<file path="src/hdl/tca_defines.vh">
`ifndef TCA_DEFINES_VH
`define TCA_DEFINES_VH

// counter and modulo geometry
`define TCA_CNT_W 16
`define TCA_BYTE_W 8
`define TCA_MOD_RESET 16'hffff
`define TCA_CNT_RESET 16'h0000

// prescaler: seven rates, divide by 2**select, select 7 folds onto 6
`define TCA_PS_W 3
`define TCA_PS_MAX 3'h6
`define TCA_DIV_W 6

// mode select pair (b:a)
`define TCA_MS_CAPTURE 2'h0
`define TCA_MS_COMPARE 2'h1

// edge/level select pair (b:a) in compare mode
`define TCA_ELS_NONE 2'h0
`define TCA_ELS_TOGGLE 2'h1
`define TCA_ELS_CLEAR 2'h2
`define TCA_ELS_SET 2'h3

// pin flops reset low, pins released
`define TCA_PIN_RESET 1'h0

`endif

</file>
<file path="src/hdl/tca_prescale.v">
`timescale 1ns/1ps
`include "tca_defines.vh"
module tca_prescale #(
	parameter DIV_W = `TCA_DIV_W
) (
	input wire ref_clk,
	input wire rst,
	input wire clear,
	input wire halt,
	input wire [2:0] prescale_select,
	output reg tick
);

reg [DIV_W-1:0] div_reg;
reg [DIV_W-1:0] mask;
reg [2:0] sel;

always @* begin
	sel = prescale_select;
	if (prescale_select > `TCA_PS_MAX) begin
		sel = `TCA_PS_MAX;
	end
	mask = ~({DIV_W{1'b1}} << sel);
end

////////////////////////////////////////////////////////////////////////////
// divider chain; tick marks the last bus cycle of each counter clock
always @(posedge ref_clk) begin
	if (rst || clear) begin // RL15
		div_reg <= {DIV_W{1'b0}};
		tick <= 1'b0;
	end else if (halt) begin // RL15
		tick <= 1'b0;
	end else begin
		div_reg <= div_reg + {{(DIV_W-1){1'b0}}, 1'b1};
		tick <= ((div_reg & mask) == mask); // RL4
	end
end

endmodule // tca_prescale

</file>
<file path="src/hdl/tca_capture.v">
`timescale 1ns/1ps
`include "tca_defines.vh"
module tca_capture #(
	parameter CNT_W = `TCA_CNT_W
) (
	input wire ref_clk,
	input wire rst,
	input wire pin_in,
	input wire capture_en,
	input wire rise_en,
	input wire fall_en,
	input wire [CNT_W-1:0] count,
	output reg cap_stb,
	output reg [CNT_W-1:0] cap_val
);

reg sync1_reg;
reg sync2_reg;
reg prev_reg;
wire rise;
wire fall;

assign rise = sync2_reg & ~prev_reg;
assign fall = ~sync2_reg & prev_reg;

////////////////////////////////////////////////////////////////////////////
// pin synchroniser, then edge qualification
always @(posedge ref_clk) begin
	// chain shifts through reset, so a pulled-up pin gives no false edge
	// limitation: reset must last three cycles for the chain to settle
	sync1_reg <= pin_in;
	sync2_reg <= sync1_reg;
	prev_reg <= sync2_reg;
	if (rst) begin
		cap_stb <= 1'b0;
	end else begin
		cap_stb <= capture_en & ((rise & rise_en) | (fall & fall_en)); // RL5
	end
end

// latched every qualifying edge; not reset so old captures survive
always @(posedge ref_clk) begin
	if (capture_en & ((rise & rise_en) | (fall & fall_en))) begin // RL7
		cap_val <= count; // RL6
	end
end

endmodule // tca_capture

</file>
<file path="src/hdl/tca_timer.v">
// Contract
// RL1: 16-bit up-counter, free running or wrapping at modulo high/low value.
// RL2: counter readable anytime without disturbing counting.
// RL3: each of two channels separately input capture or output compare.
// RL4: prescaler from bus clock, seven rates, 3-bit select field.
// RL5: capture triggers on rising, falling or both edges via two bits.
// RL6: active capture edge copies counter into channel value high/low.
// RL7: capture happens on every qualifying edge regardless of flag.
// RL8: flag set raises interrupt request if enabled, else pollable.
// RL9: captured count written into register two cycles after edge.
// RL10: later capture overwrites earlier value on same channel.
// RL11: reset leaves channel value registers unchanged.
// RL12: counter equal to compare value sets, clears or toggles pin.
// RL13: interrupt request possible on every output compare match.
// RL14: per channel option to toggle pin on counter overflow.
// RL15: stop control halts counting; reset control clears counter, prescaler.
// RL16: unbuffered: software lowers compare value in compare handler.
// RL17: unbuffered: software raises compare value in overflow handler.
// RL18: channel 0 buffer select links channels into one output on pin 0.
// RL19: buffered: channel 0 first, last-written set takes over at overflow.
// RL20: while linked channel 1 control unused, pin 1 released.
// RL21: buffered: software writes only the inactive value set.
// RL22: overflow flag set at modulo value; interrupt if enabled.
// RL23: channel flag set on each capture or compare event.
// RL24: mode pair 0:1 unbuffered compare, 1:0 buffered compare.
// RL25: compare mode edge/level pair 1:0 clears, 1:1 sets output.
// RL26: counter, modulo and channel values exposed as high and low bytes.
`timescale 1ns/1ps
`include "tca_defines.vh"
module tca_timer #(
	parameter CNT_W = `TCA_CNT_W,
	parameter CHANS = 2
) (
	input wire ref_clk,
	input wire rst,
	input wire counter_halt,
	input wire counter_reset,
	input wire [2:0] prescale_select,
	input wire overflow_irq_enable,
	input wire overflow_flag_clear,
	input wire [1:0] mode_sel_b,
	input wire [1:0] mode_sel_a,
	input wire [1:0] edge_level_sel_b,
	input wire [1:0] edge_level_sel_a,
	input wire [1:0] toggle_on_overflow,
	input wire [1:0] chan_irq_enable,
	input wire [1:0] chan_flag_clear,
	input wire [7:0] wr_data,
	input wire modulo_high_wr,
	input wire modulo_low_wr,
	input wire [1:0] chan_value_high_wr,
	input wire [1:0] chan_value_low_wr,
	input wire chan0_pin_in,
	input wire chan1_pin_in,
	output wire chan0_pin_out,
	output wire chan0_pin_oe_n,
	output wire chan1_pin_out,
	output wire chan1_pin_oe_n,
	output wire [7:0] count_high,
	output wire [7:0] count_low,
	output wire [7:0] modulo_high,
	output wire [7:0] modulo_low,
	output wire [7:0] chan0_value_high,
	output wire [7:0] chan0_value_low,
	output wire [7:0] chan1_value_high,
	output wire [7:0] chan1_value_low,
	output wire overflow_flag,
	output wire chan0_event_flag,
	output wire chan1_event_flag,
	output reg overflow_irq,
	output reg [1:0] chan_irq,
	output wire active_set
);

////////////////////////////////////////////////////////////////////////////
// counter and modulo

reg [CNT_W-1:0] cnt_reg;
reg [CNT_W-1:0] cnt_next;
reg [CNT_W-1:0] mod_reg;
reg ovf_flag_reg;
wire ovf_flag_next;
wire tick;
wire at_mod;
wire ovf_evt;
wire linked;
wire [CHANS-1:0] pin_in;
wire [CHANS-1:0] is_capture;
wire [CHANS-1:0] is_compare;
wire [CHANS-1:0] match;
wire [CHANS-1:0] cap_stb;
wire [CHANS-1:0] flag_next;
wire [CNT_W-1:0] cap_val0;
wire [CNT_W-1:0] cap_val1;
wire [CNT_W-1:0] cmp_val0;
wire [CNT_W-1:0] cmp_val1;
reg active_reg;
reg pend_reg;
reg pend_next;

assign pin_in = {chan1_pin_in, chan0_pin_in};

// buffer select of channel 0 outranks its mode_sel_a
assign linked = mode_sel_b[0]; // RL18 RL24

tca_prescale #(
	.DIV_W(`TCA_DIV_W)
) u_prescale (
	.ref_clk(ref_clk),
	.rst(rst),
	.clear(counter_reset),
	.halt(counter_halt),
	.prescale_select(prescale_select),
	.tick(tick)
);

// modulo reset value makes the reset counter free running
assign at_mod = (cnt_reg == mod_reg); // RL1
assign ovf_evt = tick & at_mod & ~counter_reset; // RL22

always @* begin
	cnt_next = cnt_reg;
	if (counter_reset) begin
		cnt_next = `TCA_CNT_RESET; // RL15
	end else if (tick) begin
		if (at_mod) begin
			cnt_next = `TCA_CNT_RESET; // RL1
		end else begin
			cnt_next = cnt_reg + {{(CNT_W-1){1'b0}}, 1'b1};
		end
	end
end

// reads are plain taps of the flops, so they never disturb counting
always @(posedge ref_clk) begin
	if (rst) begin
		cnt_reg <= `TCA_CNT_RESET;
		mod_reg <= `TCA_MOD_RESET;
	end else begin
		cnt_reg <= cnt_next; // RL2
		if (modulo_high_wr) begin
			mod_reg[15:8] <= wr_data; // RL26
		end
		if (modulo_low_wr) begin
			mod_reg[7:0] <= wr_data; // RL26
		end
	end
end

assign count_high = cnt_reg[15:8]; // RL26
assign count_low = cnt_reg[7:0];
assign modulo_high = mod_reg[15:8];
assign modulo_low = mod_reg[7:0];

// a new overflow in the clearing cycle keeps the flag set
assign ovf_flag_next = ovf_evt | (ovf_flag_reg & ~overflow_flag_clear);

always @(posedge ref_clk) begin
	if (rst) begin
		ovf_flag_reg <= 1'b0;
		overflow_irq <= 1'b0;
	end else begin
		ovf_flag_reg <= ovf_flag_next; // RL22
		overflow_irq <= ovf_flag_next & overflow_irq_enable; // RL22
	end
end

assign overflow_flag = ovf_flag_reg;

////////////////////////////////////////////////////////////////////////////
// buffered compare: which value set drives pin 0

always @* begin
	pend_next = pend_reg;
	if (chan_value_high_wr[1] | chan_value_low_wr[1]) begin
		pend_next = 1'b1; // RL19
	end else if (chan_value_high_wr[0] | chan_value_low_wr[0]) begin
		pend_next = 1'b0; // RL19
	end
end

// switching only at overflow avoids a half-period with mixed values
always @(posedge ref_clk) begin
	if (rst || !linked) begin
		active_reg <= 1'b0; // RL19
		pend_reg <= 1'b0;
	end else begin
		pend_reg <= pend_next;
		if (ovf_evt) begin
			active_reg <= pend_next; // RL19
		end
	end
end

assign active_set = active_reg;

assign cmp_val0 = (linked & active_reg) ? gen_ch[1].val_reg : gen_ch[0].val_reg;
assign cmp_val1 = gen_ch[1].val_reg;

////////////////////////////////////////////////////////////////////////////
// channels

genvar i;
generate
	for (i = 0; i < CHANS; i = i + 1) begin : gen_ch
		reg [CNT_W-1:0] val_reg;
		reg flag_reg;
		reg pin_reg;
		reg oe_n_reg;
		reg pin_next;
		wire [1:0] ms;
		wire [1:0] els;
		wire [CNT_W-1:0] cmp;
		wire [CNT_W-1:0] cap;
		wire unlinked;

		assign ms = {mode_sel_b[i], mode_sel_a[i]};
		assign els = {edge_level_sel_b[i], edge_level_sel_a[i]};
		// channel 1 control is ignored while linked
		assign unlinked = (i == 0) ? 1'b1 : ~linked; // RL20
		assign is_capture[i] = unlinked & ~linked & (ms == `TCA_MS_CAPTURE) |
			(i != 0) & unlinked & (ms == `TCA_MS_CAPTURE); // RL3
		assign is_compare[i] = (i == 0) ?
			(linked | (ms == `TCA_MS_COMPARE)) :
			(unlinked & (ms == `TCA_MS_COMPARE)); // RL3 RL24
		assign cmp = (i == 0) ? cmp_val0 : cmp_val1;
		assign cap = (i == 0) ? cap_val0 : cap_val1;
		assign match[i] = tick & ~counter_reset & is_compare[i] &
			(cnt_next == cmp); // RL12

		// edge seen on stage three, value lands two cycles later
		if (i == 0) begin : gen_cap0
			tca_capture #(
				.CNT_W(CNT_W)
			) u_cap (
				.ref_clk(ref_clk),
				.rst(rst),
				.pin_in(pin_in[i]),
				.capture_en(is_capture[i]),
				.rise_en(edge_level_sel_a[i]),
				.fall_en(edge_level_sel_b[i]),
				.count(cnt_reg),
				.cap_stb(cap_stb[i]),
				.cap_val(cap_val0)
			); // RL9
		end else begin : gen_cap1
			tca_capture #(
				.CNT_W(CNT_W)
			) u_cap (
				.ref_clk(ref_clk),
				.rst(rst),
				.pin_in(pin_in[i]),
				.capture_en(is_capture[i]),
				.rise_en(edge_level_sel_a[i]),
				.fall_en(edge_level_sel_b[i]),
				.count(cnt_reg),
				.cap_stb(cap_stb[i]),
				.cap_val(cap_val1)
			); // RL9
		end

		// capture beats a software write in the same cycle
		always @(posedge ref_clk) begin
			if (cap_stb[i]) begin
				val_reg <= cap; // RL10 RL11
			end else begin
				if (chan_value_high_wr[i]) begin
					val_reg[15:8] <= wr_data; // RL26
				end
				if (chan_value_low_wr[i]) begin
					val_reg[7:0] <= wr_data; // RL26
				end
			end
		end

		assign flag_next[i] = cap_stb[i] | match[i] |
			(flag_reg & ~chan_flag_clear[i]); // RL23

		always @(posedge ref_clk) begin
			if (rst) begin
				flag_reg <= 1'b0;
				chan_irq[i] <= 1'b0;
			end else begin
				flag_reg <= flag_next[i]; // RL23
				chan_irq[i] <= flag_next[i] & chan_irq_enable[i]; // RL8 RL13
			end
		end

		// overflow toggle first, then the compare action of the same tick
		always @* begin
			pin_next = pin_reg;
			if (ovf_evt & toggle_on_overflow[i] & is_compare[i]) begin
				pin_next = ~pin_next; // RL14
			end
			if (match[i]) begin
				if (els == `TCA_ELS_TOGGLE) begin
					pin_next = ~pin_next; // RL12
				end else if (els == `TCA_ELS_CLEAR) begin
					pin_next = 1'b0; // RL25
				end else if (els == `TCA_ELS_SET) begin
					pin_next = 1'b1; // RL25
				end
			end
		end

		always @(posedge ref_clk) begin
			if (rst) begin
				pin_reg <= `TCA_PIN_RESET;
				oe_n_reg <= 1'b1;
			end else begin
				pin_reg <= pin_next;
				// released in capture mode and for pin 1 while linked
				oe_n_reg <= ~(is_compare[i] & (els != `TCA_ELS_NONE)); // RL20
			end
		end
	end
endgenerate

assign chan0_pin_out = gen_ch[0].pin_reg; // RL18
assign chan0_pin_oe_n = gen_ch[0].oe_n_reg;
assign chan1_pin_out = gen_ch[1].pin_reg;
assign chan1_pin_oe_n = gen_ch[1].oe_n_reg;
assign chan0_event_flag = gen_ch[0].flag_reg;
assign chan1_event_flag = gen_ch[1].flag_reg;
assign chan0_value_high = gen_ch[0].val_reg[15:8];
assign chan0_value_low = gen_ch[0].val_reg[7:0];
assign chan1_value_high = gen_ch[1].val_reg[15:8];
assign chan1_value_low = gen_ch[1].val_reg[7:0];

endmodule // tca_timer

</file>
<file path="config.mk">
export PLATFORM = sky130hd
export DESIGN_NAME = tca_timer
export DESIGN_NICKNAME = d
export VERILOG_FILES = /design/src/hdl/tca_prescale.v /design/src/hdl/tca_capture.v /design/src/hdl/tca_timer.v
export VERILOG_INCLUDE_DIRS = /design/src /design/src/hdl
export SDC_FILE = /design/constraint.sdc
export NUM_CORES = 1
export LEC_CHECK = 0
export ABC_AREA = 1
export BUFFER_PORTS_ARGS = -buffer_cell sky130_fd_sc_hd__buf_2
export CAP_MARGIN = 20
export CORE_ASPECT_RATIO = 1.2
export CORE_MARGIN = 2
export CORE_UTILIZATION = 58
export CTS_BUF_LIST = sky130_fd_sc_hd__clkbuf_2
export CTS_CLUSTER_DIAMETER = 50
export DETAILED_ROUTE_END_ITERATION = 6
export PLACE_DENSITY = 0.86
export SYNTH_ARGS = -nofsm -noshare
export SYNTH_HDL_FRONTEND = slang
export SYNTH_SLANG_ARGS = --single-unit
</file>
<file path="constraint.sdc">
create_clock -name ref_clk -period 4.4 [get_ports ref_clk]
set_input_delay 0.22 -clock ref_clk [delete_from_list [all_inputs] [get_ports ref_clk]]
set_output_delay 0.22 -clock ref_clk [all_outputs]
set_load 0.05 [all_outputs]
</file>
### Yosys cells after proc, flatten, opt, wreduce, memory -nomap -nowiden

Cells that the tools add are included.

| word-level totals | value |
|---|---|
| bits in read-only memories | 0 |
| bits of input ports | 39 |
| bits in registers | 123 |
| bits in latches | 0 |
| RAM bits | 0 |
| word-level logic and storage cells | 142 |
| memories | 0 |
| output and inout bits | 75 |

| cells by class | value |
|---|---|
| bitwise logic cells | 60 |
| shift-type cells | 1 |
| order comparisons | 1 |
| multiplexer cells | 23 |
| add/sub/neg operators | 2 |
| equality and inequality tests | 12 |
| $mul | 0 |
| reductions and logical operators | 12 |
| div/mod/pow operators | 0 |

Operators by type and width:

| operator | number |
|---|---|
| $mux 16 | 6 |
| $eq 16x16->1 | 3 |
| $and 1x1->1 | 33 |
| $mux 8 | 4 |
| $add 16x1->16 const B | 1 |
| $not 1->1 | 15 |
| $mux 1 | 12 |
| $reduce_bool 2->1 | 6 |
| $or 1x1->1 | 10 |
| $eq 2x1->1 const B | 4 |
| $eq 2x2->1 const B | 4 |
| $add 6x1->6 const B | 1 |
| $and 6x6->6 | 1 |
| $eq 6x6->1 | 1 |
| $not 6->6 | 1 |
| $shl 6x3->6 const A | 1 |
| $logic_not 2->1 | 2 |
| $gt 3x3->1 const B | 1 |
| $mux 3 | 1 |
| $logic_or 1x1->1 | 2 |
| $reduce_or 2->1 | 1 |
| $logic_not 1->1 | 1 |

### Longest topological paths before layout

Gate-level depths: netlist of run 1.

| logic depth | value |
|---|---|
| depth in word-level cells | 10 |
| mapped depth | 18 |
| mapped depth without buffers | 18 |

### Cells and area by module

From an unflattened synthesis of run 1, not the netlist that was laid out.

| second synthesis, totals | value |
|---|---|
| cell total of the unflattened synthesis | 877 |
| area total of the unflattened synthesis | 6337.3 um^2 |

Modules (own cells, without submodules):

| module | area an instance (um^2) | cells each | instances |
|---|---|---|---|
| tca_timer | 4745.8 | 758 | 1 |
| tca_capture | 603.1 | 29 | 2 |
| tca_prescale | 385.4 | 61 | 1 |

### Worst setup path after synthesis of run 1

OpenSTA, ideal clock, no wires.

| timing | value |
|---|---|
| path kind | register to register |
| start | register gen_ch[1].gen_cap1.u_cap.sync2_reg |
| end | register gen_ch[1].gen_cap1.u_cap.cap_val[0] (enable) |
| buffers on the path | 0 |
| clock period less this slack | 3.644 ns |
| library setup time | 0.481 ns |
| slack | 0.756 ns |
| cell stages (with the launch flop) | 5 |
| data arrival time | 3.163 ns |
| required time | 3.919 ns |
| path through | dfxtp_1 -> inv_1 -> nor2_1 -> nand2_1 -> a2111oi_0 |

| between the ends | value |
|---|---|
| longest elaborated chain between the ends | 5 |
| elaborated cells on any way between the ends | 7 |
| classes of those cells | bitwise: 7 |

Ends and longest elaborated chain:

| item | RTL line | RTL |
|---|---|---|
| start: declaration | tca_capture.v:18 | `reg sync2_reg;` |
| start signal: assignment | tca_capture.v:32 | `sync2_reg <= sync1_reg;` |
| $not 1->1 | tca_capture.v:24 | `assign fall = ~sync2_reg & prev_reg;` |
| $and 1x1->1 | tca_capture.v:24 |  |
| $and 1x1->1 | tca_capture.v:43 | `if (capture_en & ((rise & rise_en) \| (fall & fall_en))) begin` |
| $or 1x1->1 * | tca_capture.v:43 |  |
| $and 1x1->1 * | tca_capture.v:43 |  |
| end signal: assignment | tca_capture.v:44 | `cap_val <= count;` |
| end: declaration | tca_capture.v:14 | `output reg [CNT_W-1:0] cap_val` |

Mark *: on every way between the ends. The rest lies on a longest branch, timed or not.
A chain may end at the register's enable or synchronous reset.

### Final worst setup path of run 1

| timing | value |
|---|---|
| start | register u_prescale.tick |
| end | register chan_irq[0] |

| between the ends | value |
|---|---|
| longest elaborated chain between the ends | 7 |
| elaborated cells on any way between the ends | 9 |
| classes of those cells | eq/ne: 1; mux: 2; bitwise: 6 |

Ends and longest elaborated chain:

| item | RTL line | RTL |
|---|---|---|
| start: declaration | tca_prescale.v:11 | `output reg tick` |
| start signal: assignment | tca_prescale.v:36 | `tick <= ((div_reg & mask) == mask);` |
| $mux 16 | tca_timer.v:125 | `end else if (tick) begin` |
| $mux 16 | tca_timer.v:123 | `if (counter_reset) begin` |
| $eq 16x16->1 | tca_timer.v:229 | `(cnt_next == cmp);` |
| $and 1x1->1 * | tca_timer.v:228 | `assign match[i] = tick & ~counter_reset & is_compare[i] &` |
| $or 1x1->1 * (2 in a row) | tca_timer.v:276 | `assign flag_next[i] = cap_stb[i] \| match[i] \|` |
| $and 1x1->1 * | tca_timer.v:285 | `chan_irq[i] <= flag_next[i] & chan_irq_enable[i];` |
| end signal: indexed assignment | tca_timer.v:285 |  |
| end: declaration | tca_timer.v:71 | `output reg [1:0] chan_irq,` |

Marks and branches as above.

==> metrics.csv, run 1 <==
metric;value;unit
drt pass-1 iters;6;
Netlist Area Pre-Place;6260;um2
fin crit share;0.771;
yosys warns;0;
DP Worst Slack;1.75;ns
post-detail-place hpwl;13.3;mm
PwrDens;311;nW/um2
Core Region;10500;um2
CTS sink cnt;123;
critical setup path kind;reg2reg;
Synth area leader;edfxtp_1;
RSZ-0062 raised after global routing;false;
Peak VDD IR;233;uV
final non-filler cell area;7560;um2
CP arrival;4.04;ns
Layout Nets;1051;
CTS tree;built;
crit-path most repeated cell;nand2_1;
Mapped Avg Cell Area;7.32;um2
routed len/inst;16.4;um
port bufs;113;
required time worst endpoint;5.05;ns
CTS Buf Count;17;
fin cells;1152;
starting density of the core;0.595;
endpoints failing hold;0;
Area contributors post-synth;edfxtp_1 (31%), nand2_1 (19%), dfxtp_1 (19%), inv_1 (6.4%), nor2_1 (5.6%);
H-tree levels;4;
vias;6374;
critical path's top delay family;simple AND/OR/NAND/NOR gates;
Residual DRC;0;
area grow syn2layout;20.8;%
I/O pins;114;
GRT Resource Usage Total;0.328;
Fin Clk Skew;0.0351;ns
Syn Inst Count;855;
PostCTS Resize Cnt;0;
Slew Viols, Final;0;
PnR worst setup slack;1.01;ns
crit-path max FO;8;
layout cells sized above 1;0.164;
Final setup viols;0;
GRT overflow;0;
slowest stage delay, CP;0.66;ns
leading cell type in the layout, fill and taps excluded;nand2_1;
Slew HR;0.381;
gr busiest metal;met2;
syn nets;896;
met2 Track Usage GR;0.526;
Min Clock Period, post-route;3.39;ns
critical path startpoint category;flop;
Worst Max-Slew Pin Slew;0.927;ns
Routed Antenna Nets;0;
status;completed;
synth unique cells;36;
die width;98.8;um
critical path capture point type;flop;
Reg clk slew, reported paths;0.20;ns
initial antenna violation count;0;
clock root cell;clkbuf_2;
grt met3 use;0.0819;
Setup TNS;0;ns
Ant. Diodes;0;
Synth Register Bits;123;
max frequency;0.295;GHz
DR iter-0 viols;711;
clk_lat worst skew;0.72;ns
total wire length;18.9;mm
die height;118;um
Post-DP Area;6910;um2
commonest non-fill, non-tap cells in the layout;nand2_1 (317), buf_2 (113), inv_1 (106), nor2_1 (93), edfxtp_1 (64);
Seq/Total Area, Yosys;0.496;
multi-input logic area;2610;um2
Via density;5.53;
crit path cell chain;inv_2, nor2_2, nand2_1, o21ai_1, nand2_1, clkinv_1, nand3_1, nand2_1, nand2_1, nor2_1, nand3_1, nor2_1, nand2_1, nand2_1, nand2_1, dlygate4sd3_1, nor2_1;
clk buf depth;2;
first-pass GRT wire length;29.2;mm
area fraction of the dominant cell type after synthesis;0.307;
Buf+Inv Stages, Crit Path;3;
gpl congestion;1.03;
cell leakage power;3.74;nW
Global Route met1 Usage;0.399;
slowest CP cell;dfxtp_1;
pin count of the biggest net entering global routing;49;
vias in the first global route;5898;
placed cells;1079;
FILL cells;827;
row count;41;
Storage cell area;3100;um2
maxcap violations;0;
worst hold path type;in2reg;
DIE AREA;11600;um2
==> Yosys cell counts <==
library cell,number
nand3_2,2
a21oi_2,1
inv_1,106
nor2_1,93
buf_6,3
nand4_1,24
inv_2,7
nor3b_1,1
o21ai_0,40
nand2_1,317
o21ai_2,1
nor2_4,1
ha_1,2
nand3b_2,1
nor3_1,9
nand3b_1,5
a21oi_1,26
dfxtp_1,59
buf_1,3
a2111oi_0,1
nand3_1,43
nor3_2,1
clkinv_1,3
o21ai_1,3
clkbuf_1,11
and3_1,3
nor2_2,7
a211oi_1,2
a221o_1,1
xor2_1,3
a221oi_1,1
buf_2,5
and2_1,3
o21bai_1,1
edfxtp_1,64
o211ai_1,2
==> kinds of logic after synthesis <==
group / Yosys count / share of synthesized area
AOI/OAI and AO/OA: 79 / 0.0684
xor gates and xnor gates: 3 / 0.00420
adders and majority gates: 2 / 0.00400
buffers and inverters: 138 / 0.0874
DFF: 123 / 0.496
and+or+nand+nor: 510 / 0.340
==> worst paths after layout <==
| check | startpoint | end | slack (ns) | cells after the start |
|---|---|---|---|---|
| worst max-delay path | u_prescale.tick$_SDFF_PP0_ | chan_irq[0]$_SDFF_PP0_ | 1.01 | 17 |
| worst min-delay path | toggle_on_overflow[1] | chan1_pin_out$_SDFF_PP0_ | 0.04 | 9 |
| worst max register to register | u_prescale.tick$_SDFF_PP0_ | chan_irq[0]$_SDFF_PP0_ | 1.01 | 17 |
| worst min register to register | gen_ch[0].gen_cap0.u_cap.sync1_reg$_DFF_P_ | gen_ch[0].gen_cap0.u_cap.sync2_reg$_DFF_P_ | 0.34 | 0 |
==> layer usage <==
layer	vias up	wire, um
met1	2843	6890
met4	0	1080
met3	93	2090
met5	-	0
li1	3040	-
met2	398	8870
==> power breakdown <==
part	switching (mW)	total [mW]	internal (mW)	leakage, nW
combinational	0.244	0.341	0.0972	2.44
clock	0.417	0.741	0.324	0.147
sequential	0.0276	1.27	1.24	1.16
==> cell type report <==
type	count	area share
clock buffer	23	0.0152
timing repair buffer	158	0.133
inverter	116	0.0576
sequential	123	0.411
clock inverter	9	0.0161
multi-input combinational	594	0.346
tap	129	0.0214
==> repair_timing <==
item	4_1_cts	5_1_grt
hold buffers	41	0
setup buffers	0	0
hold endpoints to repair	72	0
==> stage by stage <==
stage                     hold WS [ns]   util  power (mW)
after CTS                      0.00852  0.719        2.34
after detailed placement         0.314  0.657        1.60
after global routing            0.0236  0.719        2.43
final                           0.0430  0.719        2.35
after floorplan                  0.248      -        1.50
after global placement           0.310  0.657        1.60
==> worst min-delay path, stage by stage <==
cell and delay, ns:
buf_2 0.09, inv_1 0.04, nor2_1 0.05, nand2_1 0.06, nand2_1 0.06, nand2_1 0.08
inv_1 0.04, nand2_1 0.06, a21oi_1 0.05
Power figures use the tool's default switching activity.
==> inputs of run 2 (changes only) <==
--- a/config.mk
+++ b/config.mk
@@ -6,7 +6,7 @@
 export SDC_FILE = /design/constraint.sdc
 export NUM_CORES = 1
 export LEC_CHECK = 0
-export ABC_AREA = 1
+export ABC_AREA = 0
 export BUFFER_PORTS_ARGS = -buffer_cell sky130_fd_sc_hd__buf_2
 export CAP_MARGIN = 20
 export CORE_ASPECT_RATIO = 1.2
==> constraint.sdc (replaced) <==
create_clock -name ref_clk -period 3.3 [get_ports ref_clk]
set_input_delay 0.165 -clock ref_clk [delete_from_list [all_inputs] [get_ports ref_clk]]
set_output_delay 0.165 -clock ref_clk [all_outputs]
set_load 0.05 [all_outputs]
==> metrics.csv, run 2 <==
metric;value;unit
status;completed;
CP arrival;3.87;ns
async set-reset flop share out of synthesis;0;
NetSw;0.998;mW
DP Worst Slack;0.143;ns
drt pass-1 iters;7;
internal power;2.09;mW
Setup Fix Bufs, Post-CTS;0;
H-tree levels;4;
Via density;6.15;
PnR worst setup slack;0.103;ns
area fraction of the dominant cell type after synthesis;0.321;
Comb power frac;0.137;
Min Clock Period, post-route;3.20;ns
first-pass GRT wire length;32.5;mm
die height;115;um
post-detail-place hpwl;15.6;mm
Syn Inst Count;591;
worst hold path type;in2reg;
Mapped Avg Cell Area;10.1;um2
Slew HR;0.430;
Seq/Total Area, Yosys;0.518;
synth unique cells;66;
area grow syn2layout;27.6;%
maxcap violations;0;
Core Region;10000;um2
routed len/inst;23.7;um
GRT overflow;0;
yosys warns;0;
starting density of the core;0.598;
Final setup viols;0;
Fin Clk Skew;0.0578;ns
DR iter-0 viols;439;
vias in the first global route;5618;
crit-path max FO;7;
Clock Power Share;0.308;
Post-synth EDFFs;64;
vias;5677;
CTS Buf Count;17;
Worst Max-Slew Pin Slew;0.856;ns
layout cells sized above 1;0.274;
Layout Nets;825;
row count;40;
Area contributors post-synth;edfxtp_1 (32%), dfxtp_1 (20%), nand2_1 (6.8%), mux2i_1 (6.0%), xnor2_1 (3.8%);
cell leakage power;3.21;nW
Netlist Area Pre-Place;5990;um2
DIE AREA;11200;um2
die width;96.7;um
critical path startpoint category;flop;
Peak VDD IR;301;uV
Synth Register Bits;123;
pin count of the biggest net entering global routing;28;
syn nets;632;
required time worst endpoint;3.97;ns
FILL cells;674;
Reg clk slew, reported paths;0.22;ns
initial antenna violation count;0;
Synth area leader;edfxtp_1;
critical path capture point type;flop;
count leader, synth;nand2_1;
ys flop type;edfxtp_1;
I/O pins;114;
endpoints failing hold;0;
total wire length;21.9;mm
Ant. Diodes;0;
GRT Resource Usage Total;0.393;
max frequency;0.313;GHz
critical setup path kind;reg2reg;
commonest non-fill, non-tap cells in the layout;buf_2 (113), nand2_1 (108), edfxtp_1 (64), dlygate4sd3_1 (49), dfxtp_1 (48);
CTS tree;built;
Synth top cells by count;nand2_1 (108), edfxtp_1 (64), dfxtp_1 (59);
fin crit share;0.969;
gpl congestion;1.01;
PwrDens;405;nW/um2
Residual DRC;0;
Routed Antenna Nets;0;
Flop pwr share;0.555;
clk buf depth;2;
clock root cell;clkbuf_2;
port bufs;113;
leading cell type in the layout, fill and taps excluded;buf_2;
Slew Viols, Final;0;
clk_lat worst skew;0.75;ns
CTS sink cnt;123;
Final Hold Slack;0.0453;ns
Sw Ratio;0.323;
[run 2: cell count changes after synthesis, moves of 19 or more]
cell / previous run / this run
nand3_1: 43 / 11
nand2_1: 317 / 108
inv_1: 106 / 13
xnor2_1: 0 / 26
mux2i_1: 0 / 36
nor2_1: 93 / 44
o21ai_0: 40 / 15
nand2b_1: 0 / 19
[run 2: critical path, cell delays in order (launching register included)]
cell      delay [ns]
dfxtp_4         0.41
ha_2            0.32
mux2i_1         0.09
or2_1           0.24
or4b_1          0.50
a21o_1          0.20
a2111o_1        0.40
or4_4           0.56
buf_4           0.16
a21oi_2         0.14
and2_1          0.15
[run 2: cell families (layout without fill, tap and decap cells)]
group,Yosys count,count (layout),synth area share
adder cells (fa/ha/maj),2,2,0.00418
buffers and inverters,40,246,0.0263
AND/OR/NAND/NOR,259,259,0.217
multiplexers,42,42,0.0715
flip-flops,123,123,0.518
XOR/XNOR,36,36,0.0550
AO/OA/AOI/OAI,89,89,0.108
[run 2: path summary, 6_finish.rpt]
| path | start | endpoint | slack, ns | depth (start not counted) |
|---|---|---|---|---|
| max | cnt_reg[1]$_SDFF_PP0_ | chan_irq[1]$_SDFF_PP0_ | 0.10 | 10 |
| min | chan1_pin_in | gen_ch[1].gen_cap1.u_cap.sync1_reg$_DFF_P_ | 0.05 | 2 |
| max reg2reg | cnt_reg[1]$_SDFF_PP0_ | chan_irq[1]$_SDFF_PP0_ | 0.10 | 10 |
| min reg2reg | gen_ch[0].gen_cap0.u_cap.sync1_reg$_DFF_P_ | gen_ch[0].gen_cap0.u_cap.sync2_reg$_DFF_P_ | 0.36 | 0 |
[run 2: stage by stage]
step / cells / utilization / TNS, ns / instance area [um2] / total power, mW
after floorplan: 591 / - / 0 / 6000 / 1.98
after global placement: 842 / 0.691 / 0 / 6910 / 2.11
after detailed placement: 842 / 0.691 / 0 / 6910 / 2.12
after CTS: 923 / 0.762 / 0 / 7620 / 3.08
after global routing: 923 / 0.763 / -0.0131 / 7640 / 3.18
final: 923 / 0.763 / 0 / 7640 / 3.09
[run 2: power by group through the flow]
stage	Clock (mW)	Combinational [mW]	Sequential [mW]
final	0.952	0.424	1.72
after CTS	0.951	0.415	1.71
after floorplan	0	0.123	1.85
after global routing	1.02	0.446	1.72
after global placement	0	0.365	1.74
after detailed placement	0	0.372	1.75
[run 2: what timing repair did]
item / 4_1_cts / 5_1_grt
endpoints found under the hold margin: 120 / 0
hold buffers: 49 / 0
setup endpoints to repair: 0 / 5
resized for setup: 0 / 6
[run 2: area by class of cell]
type                    count  area (um2)  share of cell area
clock buffers              18        90.1              0.0118
clock inverters            14         131              0.0172
inverters                  13        48.8             0.00639
multi-input cells         428        2740               0.359
flip-flops and latches    123        3120               0.409
well taps                 126         158              0.0206
repair buffers            201        1350               0.177
[run 2: per-layer routing]
metal,part of all wire,global-route usage,vias to the layer above
met4,0.066,0.256,0
met1,0.36,0.436,2717
met2,0.48,0.675,346
met3,0.087,0.102,93
met5,0,0,-
li1,-,-,2521
